==> config.mk <==
export PLATFORM = sky130hd
export DESIGN_NAME = srs_sequencer
export DESIGN_NICKNAME = d
export VERILOG_FILES = /design/src/hw/srs_pkg.sv /design/src/hw/srs_sequencer.sv
export SDC_FILE = /design/constraint.sdc
export NUM_CORES = 1
export LEC_CHECK = 0
export ABC_CLOCK_PERIOD_IN_PS = 1900
export BUFFER_PORTS_ARGS = -buffer_cell sky130_fd_sc_hd__buf_4
export CORE_ASPECT_RATIO = 0.7
export CORE_MARGIN = 2
export CORE_UTILIZATION = 56
export DETAILED_ROUTE_END_ITERATION = 10
export HOLD_SLACK_MARGIN = 0.15
export PLACE_DENSITY = 0.89
export SYNTH_ARGS = -nofsm -noshare
export SYNTH_HDL_FRONTEND = slang
export SYNTH_SLANG_ARGS = --single-unit
==> constraint.sdc <==
create_clock -name clk -period 1.9 [get_ports clk]
set_clock_uncertainty 0.2 [all_clocks]
set_input_delay 0.38 -clock clk [delete_from_list [all_inputs] [get_ports clk]]
set_output_delay 0.38 -clock clk [all_outputs]
set_load 0.02 [all_outputs]
==> src/hw/srs_pkg.sv <==
// Shared types and constants of the staged reset sequencer.
// Assumes one clock, the oscillator clock, feeds the whole sequencer.
package srs_pkg;

   // Stage lengths, in oscillator clock cycles, and counter width
   localparam int POR_STRETCH_CYCLES  = 64;
   localparam int SYNC_RELEASE_CYCLES = 3;
   localparam int CLKGEN_CYCLES       = 32;
   localparam int PERIPH_CYCLES       = 32;
   localparam int CORE_CYCLES         = 32;
   localparam int CNT_WIDTH           = 7;

   // Synchroniser depth and reset value of its flops
   localparam int SYNC_DEPTH          = 2;
   localparam logic [1:0] SYNC_RESET  = 2'h3;

   // Reset requests, all active high
   typedef struct packed {
      logic por_active;              // Raw power-on reset, asynchronous
      logic ext_active;              // External reset pin, asynchronous
      logic sw_write;                // Write of the reset bit in system_control_register
      logic watchdog_timeout_reset;  // Synchronous watchdog time-out
      logic clock_loss_reset;        // Synchronous watchdog clock-loss
   } srs_sources_type;

   // Reset outputs, all active high except core_run
   typedef struct packed {
      logic jtag_reset;
      logic por_stretched;
      logic combined_reset;
      logic sync_logic_reset;
      logic clock_generator_reset;
      logic peripheral_reset;
      logic core_reset;
      logic core_run;
   } srs_resets_type;

   localparam srs_resets_type RESETS_AT_RESET = '{
      jtag_reset:            1'b1,
      por_stretched:         1'b1,
      combined_reset:        1'b1,
      sync_logic_reset:      1'b1,
      clock_generator_reset: 1'b1,
      peripheral_reset:      1'b1,
      core_reset:            1'b1,
      core_run:              1'b0
   };

   typedef enum logic [2:0] {
      ST_HOLD,
      ST_CLKGEN,
      ST_PERIPH,
      ST_CORE,
      ST_RUN
   } srs_stage_type;

endpackage

==> src/hw/srs_sequencer.sv <==
// Staged reset sequencer: gathers reset sources and releases resets in timed stages.
// Assumes clk is the oscillator clock; system clock stages are counted on the same clock.
//
// Notes on behaviour
// - five sources, two async, three sync
// - test-access reset follows power-on reset only
// - power-on reset stretched 64 cycles after release
// - combined reset ORs sources, holds sync logic and every later stage
// - sync reset logic freed three cycles later
// - clock-generator reset freed 32 cycles later
// - clock-generator release aligned to clock edge
// - peripheral reset freed 32 cycles after clock-generator
// - core reset freed 32 cycles after peripheral
// - peripheral and core release on clock edge
// - core runs only after core reset release
// - combined release starts sync logic and stretcher
// - clock-generator release starts peripheral stretcher
// - early stages counted on oscillator clock
// - software write raises a software reset
// - total stretch 96 cycles from combined release to core release
// - no interrupt requests from reset sequencing
`timescale 1ns/100ps
module srs_sequencer
   import srs_pkg::*;
#(
   parameter int POR_STRETCH  = POR_STRETCH_CYCLES,
   parameter int SYNC_RELEASE = SYNC_RELEASE_CYCLES,
   parameter int CLKGEN_HOLD  = CLKGEN_CYCLES,
   parameter int PERIPH_HOLD  = PERIPH_CYCLES,
   parameter int CORE_HOLD    = CORE_CYCLES
) (
   input  wire logic            clk,
   input  wire logic            nrst,
   input  srs_pkg::srs_sources_type sources,
   output srs_pkg::srs_resets_type  resets
);
   import srs_pkg::*;

   // Counters are CNT_WIDTH wide; sync release must fall inside the clock-generator stage
   initial begin
      if (POR_STRETCH < 2 || POR_STRETCH > 127 || CLKGEN_HOLD < 2 || CLKGEN_HOLD > 127 ||
          PERIPH_HOLD < 2 || PERIPH_HOLD > 127 || CORE_HOLD < 2 || CORE_HOLD > 127 ||
          SYNC_RELEASE < 2 || SYNC_RELEASE >= CLKGEN_HOLD) begin
         $error("srs_sequencer: stage length out of range");
      end
   end

   localparam logic [CNT_WIDTH-1:0] POR_LAST    = CNT_WIDTH'(POR_STRETCH - 1);
   localparam logic [CNT_WIDTH-1:0] SYNC_LAST   = CNT_WIDTH'(SYNC_RELEASE - 1);
   localparam logic [CNT_WIDTH-1:0] CLKGEN_LAST = CNT_WIDTH'(CLKGEN_HOLD - 1);
   localparam logic [CNT_WIDTH-1:0] PERIPH_LAST = CNT_WIDTH'(PERIPH_HOLD - 1);
   localparam logic [CNT_WIDTH-1:0] CORE_LAST   = CNT_WIDTH'(CORE_HOLD - 1);
   localparam logic [CNT_WIDTH-1:0] CNT_ONE     = CNT_WIDTH'(1);

   typedef struct packed {
      logic [SYNC_DEPTH-1:0] por_sync;
      logic [SYNC_DEPTH-1:0] ext_sync;
      logic [CNT_WIDTH-1:0]  por_cnt;
      srs_stage_type         stage;
      logic [CNT_WIDTH-1:0]  cnt;
      srs_resets_type        out;
   } srs_state_type;

   srs_state_type st_reg;
   srs_state_type st_next;
   logic          por_s;
   logic          ext_s;
   logic          sync_req;
   logic          comb;

   // Only the second synchroniser flop is looked at
   assign por_s = st_reg.por_sync[SYNC_DEPTH-1];
   assign ext_s = st_reg.ext_sync[SYNC_DEPTH-1];

   // Sync sources are ignored while their own logic is still held in reset
   assign sync_req = (sources.sw_write | sources.watchdog_timeout_reset | sources.clock_loss_reset) &
                     ~st_reg.out.sync_logic_reset;
   assign comb     = st_reg.out.por_stretched | ext_s | sync_req;

   // Next-state logic for synchronisers, stretcher and stage sequencer
   always_comb begin
      st_next = st_reg;
      // Async pins pass two flops before use
      st_next.por_sync = {st_reg.por_sync[SYNC_DEPTH-2:0], sources.por_active};
      st_next.ext_sync = {st_reg.ext_sync[SYNC_DEPTH-2:0], sources.ext_active};

      // Test-access reset follows power-on reset alone
      st_next.out.jtag_reset = por_s;

      // Power-on stretcher runs on the oscillator clock, free of the combined reset
      if (por_s) begin
         st_next.por_cnt           = '0;
         st_next.out.por_stretched = 1'b1;
      end else if (st_reg.out.por_stretched) begin
         st_next.por_cnt = st_reg.por_cnt + CNT_ONE;
         if (st_reg.por_cnt == POR_LAST) begin
            st_next.out.por_stretched = 1'b0;
         end
      end

      st_next.out.combined_reset = comb;
      if (comb) begin
         // Any source back on: everything downstream back in reset
         st_next.stage                     = ST_HOLD;
         st_next.cnt                       = '0;
         st_next.out.sync_logic_reset      = 1'b1;
         st_next.out.clock_generator_reset = 1'b1;
         st_next.out.peripheral_reset      = 1'b1;
         st_next.out.core_reset            = 1'b1;
         st_next.out.core_run              = 1'b0;
      end else begin
         case (st_reg.stage)
            ST_HOLD: begin
               // Combined release starts sync generator and clock-generator stretcher
               st_next.stage = ST_CLKGEN;
               st_next.cnt   = '0;
            end
            ST_CLKGEN: begin
               st_next.cnt = st_reg.cnt + CNT_ONE;
               if (st_reg.cnt == SYNC_LAST) begin
                  st_next.out.sync_logic_reset = 1'b0;
               end
               if (st_reg.cnt == CLKGEN_LAST) begin
                  // Released on a clock edge so all loads see it together
                  st_next.out.clock_generator_reset = 1'b0;
                  st_next.stage                     = ST_PERIPH;
                  st_next.cnt                       = '0;
               end
            end
            ST_PERIPH: begin
               st_next.cnt = st_reg.cnt + CNT_ONE;
               if (st_reg.cnt == PERIPH_LAST) begin
                  st_next.out.peripheral_reset = 1'b0;
                  st_next.stage                = ST_CORE;
                  st_next.cnt                  = '0;
               end
            end
            ST_CORE: begin
               st_next.cnt = st_reg.cnt + CNT_ONE;
               if (st_reg.cnt == CORE_LAST) begin
                  st_next.out.core_reset = 1'b0;
                  st_next.out.core_run   = 1'b1;
                  st_next.stage          = ST_RUN;
                  st_next.cnt            = '0;
               end
            end
            ST_RUN: begin
               st_next.cnt = '0;
            end
            default: begin
               st_next.stage = ST_HOLD;
               st_next.cnt   = '0;
            end
         endcase
      end
   end

   // State register; reset puts every output in its held state
   always_ff @(posedge clk or negedge nrst) begin
      if (!nrst) begin
         st_reg.por_sync <= SYNC_RESET;
         st_reg.ext_sync <= SYNC_RESET;
         st_reg.por_cnt  <= '0;
         st_reg.stage    <= ST_HOLD;
         st_reg.cnt      <= '0;
         st_reg.out      <= RESETS_AT_RESET;
      end else begin
         st_reg <= st_next;
      end
   end

   // No interrupt output: sequencing raises no requests
   assign resets = st_reg.out;
endmodule

==> results of run 1 <==
==> layer usage <==
| metal | routed length, um | GRT usage [%] | vias to the layer above |
|---|---|---|---|
| met4 | 32 | 10.2 | 0 |
| met1 | 1020 | 24.8 | 475 |
| met3 | 117 | 9.36 | 5 |
| met2 | 1150 | 30.4 | 25 |
| li1 | - | - | 441 |
| met5 | 0 | 0 | - |
==> stage by stage <==
step	hold slack, ns	power [uW]	instances	worst slack [ns]
finish	0.161	1070	165	0.176
CTS	0.162	1080	165	0.167
global route	0.163	1110	165	0.0590
detailed placement	0.119	692	154	0.166
floorplan	-0.116	665	118	0.220
global placement	0.114	689	154	0.273
==> synth_stat cells, types with 4 or more instances <==
cell / count
a21o_1: 4
dfstp_2: 11
nand2_1: 4
a21oi_1: 4
nor4_1: 4
nor2_1: 9
xor2_1: 5
dfrtp_1: 18
nand4_1: 8
buf_4: 8
nor3_1: 4
inv_1: 5
==> power by group <==
part / internal [uW] / switching (uW) / leakage (uW)
clock network: 182 / 200 / 0.0000326
logic: 20.2 / 21.5 / 0.000212
registers: 633 / 9.72 / 0.000365
==> area by class of cell <==
cell class              count  area, sq um
flip-flops and latches     29          739
fillers                   158          698
multi-input cells          71          477
repair buffers             20          158
clock buffers               8         58.8
well taps                  32         40.0
inverters                   5         18.8
==> worst register-to-register path: stages (launching register included) <==
cell	delay, ns
dfrtp_1	0.41
ha_1	0.24
nand4_1	0.16
nor3_1	0.32
buf_4	0.21
nor4_1	0.06
==> logic make-up (layout without fill, tap and decap cells) <==
| kind of cell | count (synthesis) | in the layout | synth area share (%) |
|---|---|---|---|
| flip-flops | 29 | 29 | 56.1 |
| AO/OA/AOI/OAI | 20 | 20 | 11.1 |
| buffers and inverters | 18 | 33 | 7.69 |
| adder cells (fa/ha/maj) | 3 | 3 | 2.85 |
| XOR/XNOR | 7 | 7 | 4.65 |
| AND/OR/NAND/NOR | 40 | 40 | 16.8 |
| multiplexers | 1 | 1 | 0.760 |
==> layout by cell type, fill, tap and decap left out, types with 3 or more instances in the layout <==
master         count
a211oi_1           3
a21o_1             4
a21oi_1            4
buf_4             17
clkbuf_4           5
dfrtp_1           18
dfstp_2           11
dlygate4sd3_1      3
ha_1               3
inv_1              5
nand2_1            4
nand4_1            8
nor2_1             9
nor3_1             4
nor4_1             4
o21ai_0            3
or3_1              3
xor2_1             5
==> timing repair <==
| action | 4_1_cts | 5_1_grt |
|---|---|---|
| hold buffers | 3 | 0 |
| hold endpoints to repair | 31 | 0 |
| resized for setup | 0 | 0 |
==> how the worst max path moves through the flow <==
stage / from / slack, ns / depth (start not counted) / end
after global placement: st_reg[8] / 0.27 / 4 / st_reg[16]
after detailed placement: st_reg[8] / 0.17 / 4 / st_reg[15]
after CTS: st_reg[8] / 0.17 / 4 / st_reg[15]
after global routing: st_reg[8] / 0.06 / 5 / st_reg[10]
final: st_reg[8] / 0.18 / 5 / st_reg[10]
after floorplan: st_reg[8] / 0.22 / 4 / st_reg[15]
==> flow_summary.yaml, run 1 <==
clock_network:
  clkTransAtPathRegs_ns: 0.08
  clock_latency_ns: 0.32
  cts.sinks: 29
  cts_made_buffers: 5
  clockBufferDepth: 2
  postCtsSetupBuffers: 0
  cts_tree: "done"
  cts_root_buf: "clkbuf_4"
  cts-htree-levels: 2
hold_path:
  hold_class: "reg2reg"
  min_from: "st_next[28]"
  whs_path_depth: 0
  holdPathEnd: "por_s"
sta:
  setup_violations: 0
  tightestPinTransition_ns: 0.375
  rsz0062_at_grt: "no"
  timing.fmax_mhz: 580
  slew_headroom_pct: 74.6
  period_needed_ns: 1.72
  hold_violations: 0
  final.setup.tns_ns: 0
  fin_crit_sh_pct: 90.7
  slew_violations: 0
placed_design:
  port_buffers: 14
  hpwl_um: 1610
  placed_area_sq_mm: 0.00140
  globalplace.congestion: 0.822
synthesis:
  syn_area_sq_mm: 0.00132
  synth_seq_cells: 29
  synthFlopType: "dfrtp_1"
  synth-edff-count: 0
  ys_types: 32
  yosys-top-cells-area: "dfrtp_1 34%, dfstp_2 22%, buf_4 4.6%"
  synth_top_area_cell: "dfrtp_1"
  ys_async_sr_fraction_pct: 100
  seq_area_frac_synth_pct: 56.1
  syn_avg_cell_area_sq_um: 11.2
  netlist_instances: 118
  netlist.area_leader.share_pct: 34.2
  synth_fp_nets: 128
  yosys_warnings: 0
drt:
  vias: 946
  post_drt_wl_per_cell_um: 14.1
  drt-initial-drc-count: 28
  via_per_inst: 5.73
  firstDrtPassIters: 4
  wirelength_um: 2320
  ant_nets: 0
  post-route-drc-count: 0
layout:
  fin_util_pct: 68.1
  largest_register_ff_count: 17
  area_growth_pct: 13.2
  drive_gt1_share_pct: 30.1
  final_cell_area_sq_mm: 0.00149
  antenna_cells: 0
  fin_nets: 142
setup_path:
  path_max_fanout: 5
  reg2reg_from: "st_reg[8]"
  reg2reg_depth: 5
  crit_required_ns: 1.90
  reg2reg_slack_ns: 0.18
  cp.buffers_inverters: 1
  max_stage_delay_ns: 0.41
  r2r_end: "st_reg[10]"
  endpoint_kind: "register"
  path_cells: "ha_1, nand4_1, nor3_1, buf_4, nor4_1"
  path_class: "reg2reg"
  cp_data_arrival_time_ns: 1.73
  crit_family: "simple AND/OR/NAND/NOR gates"
  critical_path.slowest_cell: "dfrtp_1"
  critPathLaunchType: "register"
floorplan:
  fp.dieW_um: 62.0
  dieArea_sq_mm: 0.00276
  num_io_pins: 15
  die_h_um: 44.6
  num_rows: 14
  start_util_pct: 60.2
  core_sq_mm: 0.00219
run:
  cap_viol_max_count: 0
power:
  p_per_area_mw_per_mm2: 715
  vdd_drop_max_uv: 456
  leakage_uw: 0.000610
grt:
  grt_overflow: 0
  grt_max_degree: 30
  first_global_vias: 921
  grt_pass1_wl_um: 3940
  grt_usage_pct: 20.4
  antenna_found_initial: 0
run_status:
  status: "complete, no violations"
(Power assumes the default switching activity.)
==> run 2, diff against run 1 <==
Settings changed: ABC_CLOCK_PERIOD_IN_PS 1900 to 1700.
Clock period 1.9 ns to 1.7 ns, I/O delays scaled along.
==> run 2 against run 1 <==
Cell area increased by 3.2%. Cell count is 1.2% higher. Hold slack improved by 0.0022 ns. Register-to-register slack lost 0.12 ns. Critical endpoint is now resets[6]. Die area stayed put. Non-clock buffer count up 2.
==> flow_summary.yaml, run 2 (synthesis results as in run 1) <==
run_status:
  status: "complete, no violations"
layout:
  fin_nets: 144
  area_growth_pct: 16.8
  layout_common_cells: "18 x buf_4, 18 x dfrtp_1, 11 x dfstp_2"
  multi_input_area_sq_um: 497
  seq_area_sq_um: 739
  drive_gt1_share_pct: 34.1
  largest_register_ff_count: 17
  fin_util_pct: 70.3
  nFillCells: 159
  antenna_cells: 0
  finalNonFillerCells: 167
sta:
  period_needed_ns: 1.65
  setup_violations: 0
  fin_crit_sh_pct: 97.0
  slew_violations: 0
  timing.fmax_mhz: 607
  slew_headroom_pct: 76.4
  tightestPinTransition_ns: 0.354
  final.setup.tns_ns: 0
  rsz0062_at_grt: "yes"
  hold_violations: 0
floorplan:
  start_util_pct: 60.2
  dieArea_sq_mm: 0.00276
  core_sq_mm: 0.00219
  num_io_pins: 15
  fp.dieW_um: 62.0
  num_rows: 14
  die_h_um: 44.6
setup_path:
  cp.buffers_inverters: 1
  endpoint: "resets[6]"
  max_stage_delay_ns: 0.63
  critPathLaunchType: "register"
  critical_path.slowest_cell: "dfstp_2"
  endpoint_kind: "output port"
  path_class: "reg2out"
  cp_data_arrival_time_ns: 1.11
  path_cells: "buf_4"
  crit_family: "flip-flops"
  crit_cells: 1
  cp-startpoint: "resets[6]"
  crit_required_ns: 1.16
  reg2reg_from: "resets[6]"
  reg2reg_depth: 3
  reg2reg_slack_ns: 0.05
  r2r_end: "st_reg[24]"
  path_max_fanout: 8
hold_path:
  hold_class: "reg2reg"
placed_design:
  globalplace.congestion: 0.788
  port_buffers: 14
  hpwl_um: 1610
  placed_cells: 155
run:
  cap_viol_max_count: 0
grt:
  first_global_vias: 893
  grt_pass1_wl_um: 3900
  grt_overflow: 0
  grt_max_degree: 30
  grt_usage_pct: 20.2
  antenna_found_initial: 0
drt:
  wirelength_um: 2300
  post-route-drc-count: 0
  post_drt_wl_per_cell_um: 13.8
  vias: 924
  drt-initial-drc-count: 71
  ant_nets: 0
  firstDrtPassIters: 4
  via_per_inst: 5.53
clock_network:
  clkTransAtPathRegs_ns: 0.08
  cts-htree-levels: 2
  cts_root_buf: "clkbuf_4"
  cts.sinks: 29
  cts_tree: "done"
  clockBufferDepth: 2
  clock_latency_ns: 0.31
  cts_made_buffers: 5
power:
  vdd_drop_max_uv: 519
  p_per_area_mw_per_mm2: 765
  leakage_uw: 0.000622
## run 2: cell count changes in the layout (fill, tap and decap cells not counted)
cell,change
buf_12,+1
buf_4,+1
ha_1,-1
ha_2,+1
inv_1,-1
inv_2,+1
nor3_1,-1
nor3_4,+1
nor4b_1,-1
nor4b_2,+1
## run 2: cell type report
cell class / instances / area share [%]
Multi-Input combinational cell: 71 / 32.3
Inverter: 5 / 1.22
Clock buffer: 8 / 3.82
Sequential cell: 29 / 48.0
Tap cell: 32 / 2.60
Timing Repair Buffer: 22 / 12.0
## run 2: power breakdown
| part | internal [uW] | switching [uW] |
|---|---|---|
| Clock | 204 | 210 |
| Combinational | 22.4 | 24.0 |
| Sequential | 707 | 10.2 |
## run 2: per-stage QoR
| stage | setup WS, ns | hold WS (ns) | total power [uW] | cell area (sq um) |
|---|---|---|---|---|
| floorplan | 0.0202 | -0.156 | 744 | 1320 |
| global placement | -0.0787 | 0.0764 | 770 | 1420 |
| detailed placement | -0.195 | 0.0780 | 772 | 1420 |
| CTS | 0.0207 | 0.167 | 1200 | 1520 |
| global route | -0.0224 | 0.183 | 1240 | 1540 |
| finish | 0.0513 | 0.163 | 1180 | 1540 |
## run 2: metal layers
layer / vias up / share of wire [%] / GRT usage [%]
li1: 448 / - / -
met1: 450 / 43 / 24.1
met2: 24 / 51 / 33.8
met3: 2 / 5.9 / 8.19
met4: 0 / 0.48 / 5.53
met5: - / 0 / 0
## run 2: worst min-delay path by stage
stage | start | endpoint | slack, ns | cells past startpoint
finish | st_next[28] | por_s | 0.16 | 0
global route | st_next[28] | por_s | 0.18 | 0
floorplan | nrst | resets[0] | -0.16 | 0
detailed placement | nrst | st_reg[20] | 0.08 | 1
global placement | nrst | st_reg[10] | 0.08 | 1
CTS | st_next[28] | por_s | 0.17 | 0
## run 2: what timing repair did
| item | in CTS | in global routing |
|---|---|---|
| setup endpoints to repair | 6 | 10 |
| endpoints found under the hold margin | 31 | 0 |
| hold buffers | 3 | 0 |
| resized for setup | 1 | 4 |
| setup buffers | 0 | 1 |
| pin swaps | 0 | 3 |
==> run 3, diff against run 2 <==
Settings changed: CELL_PAD_IN_SITES_DETAIL_PLACEMENT set to 1, CELL_PAD_IN_SITES_GLOBAL_PLACEMENT set to 2, CORE_UTILIZATION 56 to 37, PLACE_DENSITY 0.89 to 0.88.
==> run 3 against run 2 <==
Combinational power increased by 7.8%. Clock-buffer cell count unchanged. Flip-flop and latch count unchanged. Register-to-register slack barely moved. Wire length is 18% higher. Maximum frequency fell by 0.73%. Largest cell class unchanged. Cell count grew 14%. Total power rose by 11%. Critical path type is now reg2reg. Non-clock buffer count rose by 5. Worst setup slack worse by 0.012 ns.
==> flow_summary.yaml, run 3 (synthesis results as in run 1) <==
run_status:
  status: "complete, no violations"
setup_path:
  path_max_fanout: 3
  path_class: "reg2reg"
  endpoint_kind: "register"
  critical_path.slowest_cell: "dfrtp_1"
  cp.buffers_inverters: 1
  max_stage_delay_ns: 0.36
  cp_data_arrival_time_ns: 1.66
  reg2reg_depth: 5
  reg2reg_from: "st_reg[9]"
  crit_family: "simple AND/OR/NAND/NOR gates"
  path_cells: "ha_2, nand4_1, buf_4, or3_1, a211oi_2"
  crit_required_ns: 1.70
  reg2reg_slack_ns: 0.04
  r2r_end: "st_reg[14]"
  critPathLaunchType: "register"
sta:
  period_needed_ns: 1.66
  tightestPinTransition_ns: 0.358
  rsz0062_at_grt: "yes"
  slew_headroom_pct: 76.1
  hold_violations: 0
  fin_crit_sh_pct: 97.7
  timing.fmax_mhz: 602
  slew_violations: 0
  setup_violations: 0
drt:
  vias: 957
  via_per_inst: 5.04
  drt-initial-drc-count: 52
  ant_nets: 0
  firstDrtPassIters: 4
  post_drt_wl_per_cell_um: 14.3
  post-route-drc-count: 0
  wirelength_um: 2720
hold_path:
  min_from: "st_next[28]"
  holdPathEnd: "por_s"
  hold_class: "reg2reg"
  whs_path_depth: 0
floorplan:
  die_h_um: 53.9
  num_io_pins: 15
  fp.dieW_um: 75.3
  start_util_pct: 38.0
  core_sq_mm: 0.00347
  dieArea_sq_mm: 0.00406
  num_rows: 18
power:
  leakage_uw: 0.000655
  p_per_area_mw_per_mm2: 800
  vdd_drop_max_uv: 483
layout:
  antenna_cells: 0
  finalNonFillerCells: 190
  fin_nets: 149
  drive_gt1_share_pct: 37.1
  fin_util_pct: 47.1
  final_common_cell: "buf_4"
  layout_common_cells: "23 x buf_4, 17 x dfrtp_1, 11 x dfstp_2"
  largest_register_ff_count: 17
  multi_input_area_sq_um: 509
  seq_area_sq_um: 741
  area_growth_pct: 24.0
  nFillCells: 401
clock_network:
  clockBufferDepth: 2
  cts_tree: "done"
  cts_root_buf: "clkbuf_8"
  clkTransAtPathRegs_ns: 0.06
  cts.sinks: 29
  clock_latency_ns: 0.28
  cts_made_buffers: 5
  cts-htree-levels: 2
grt:
  grt_overflow: 0
  first_global_vias: 949
  grt_usage_pct: 15.9
  grt_pass1_wl_um: 4510
  antenna_found_initial: 0
  grt_max_degree: 30
placed_design:
  hpwl_um: 1870
  port_buffers: 14
  placed_cells: 177
  globalplace.congestion: 0.747
run:
  cap_viol_max_count: 0
==> run 3: changes by cell type in the layout (fill, tap and decap cells not counted), sizes merged <==
cell  before  now
buf       19   24
==> run 3: how the worst max path moves through the flow <==
stage | start | depth (start not counted) | endpoint
2_1_floorplan | st_reg[8] | 4 | st_reg[15]
3_3_place_gp | st_reg[8] | 4 | st_reg[15]
3_5_place_dp | st_reg[9] | 4 | st_reg[15]
4_1_cts | st_reg[9] | 5 | st_reg[14]
5_1_grt | st_reg[9] | 5 | st_reg[14]
6_report | st_reg[9] | 5 | st_reg[14]
==> run 3: area by class of cell <==
type                       count  area share (%)
clock buffer                   8            4.90
inverter                       5            1.15
multi-input combinational     71            31.2
sequential                    29            45.3
tap                           50            3.83
timing repair buffer          27            13.6
==> run 3: repair_timing <==
action,4_1_cts,5_1_grt
hold buffers,3,0
setup endpoints to repair,5,6
endpoints found under the hold margin,31,0
setup buffers,0,2
resized for setup,1,7
==> run 3: metal layers <==
layer / share of wire, % / track usage (%) / vias to the layer above
li1: - / - / 456
met1: 47 / 21.3 / 476
met2: 46 / 22.5 / 17
met3: 3.6 / 5.06 / 8
met4: 2.8 / 9.65 / 0
met5: 0 / 0 / -
==> run 3: power by group <==
| group | internal [uW] | leakage, uW | switching, uW | total, uW |
|---|---|---|---|---|
| logic | 24.4 | 0.000252 | 25.5 | 50.0 |
| registers | 708 | 0.000363 | 10.6 | 719 |
| clock network | 290 | 0.0000395 | 248 | 538 |
==> run 3: metrics by stage <==
stage / setup TNS (ns) / cell area [sq um] / hold WS [ns] / total power [uW] / worst slack (ns)
6_report: 0 / 1630 / 0.157 / 1310 / 0.0392
5_1_grt: -0.0480 / 1630 / 0.159 / 1380 / -0.0435
4_1_cts: 0 / 1590 / 0.160 / 1330 / 0.0145
3_5_place_dp: -0.231 / 1480 / 0.0868 / 774 / -0.0914
3_3_place_gp: -0.0431 / 1480 / 0.0776 / 771 / -0.0431
2_1_floorplan: 0 / 1320 / -0.156 / 744 / 0.0202
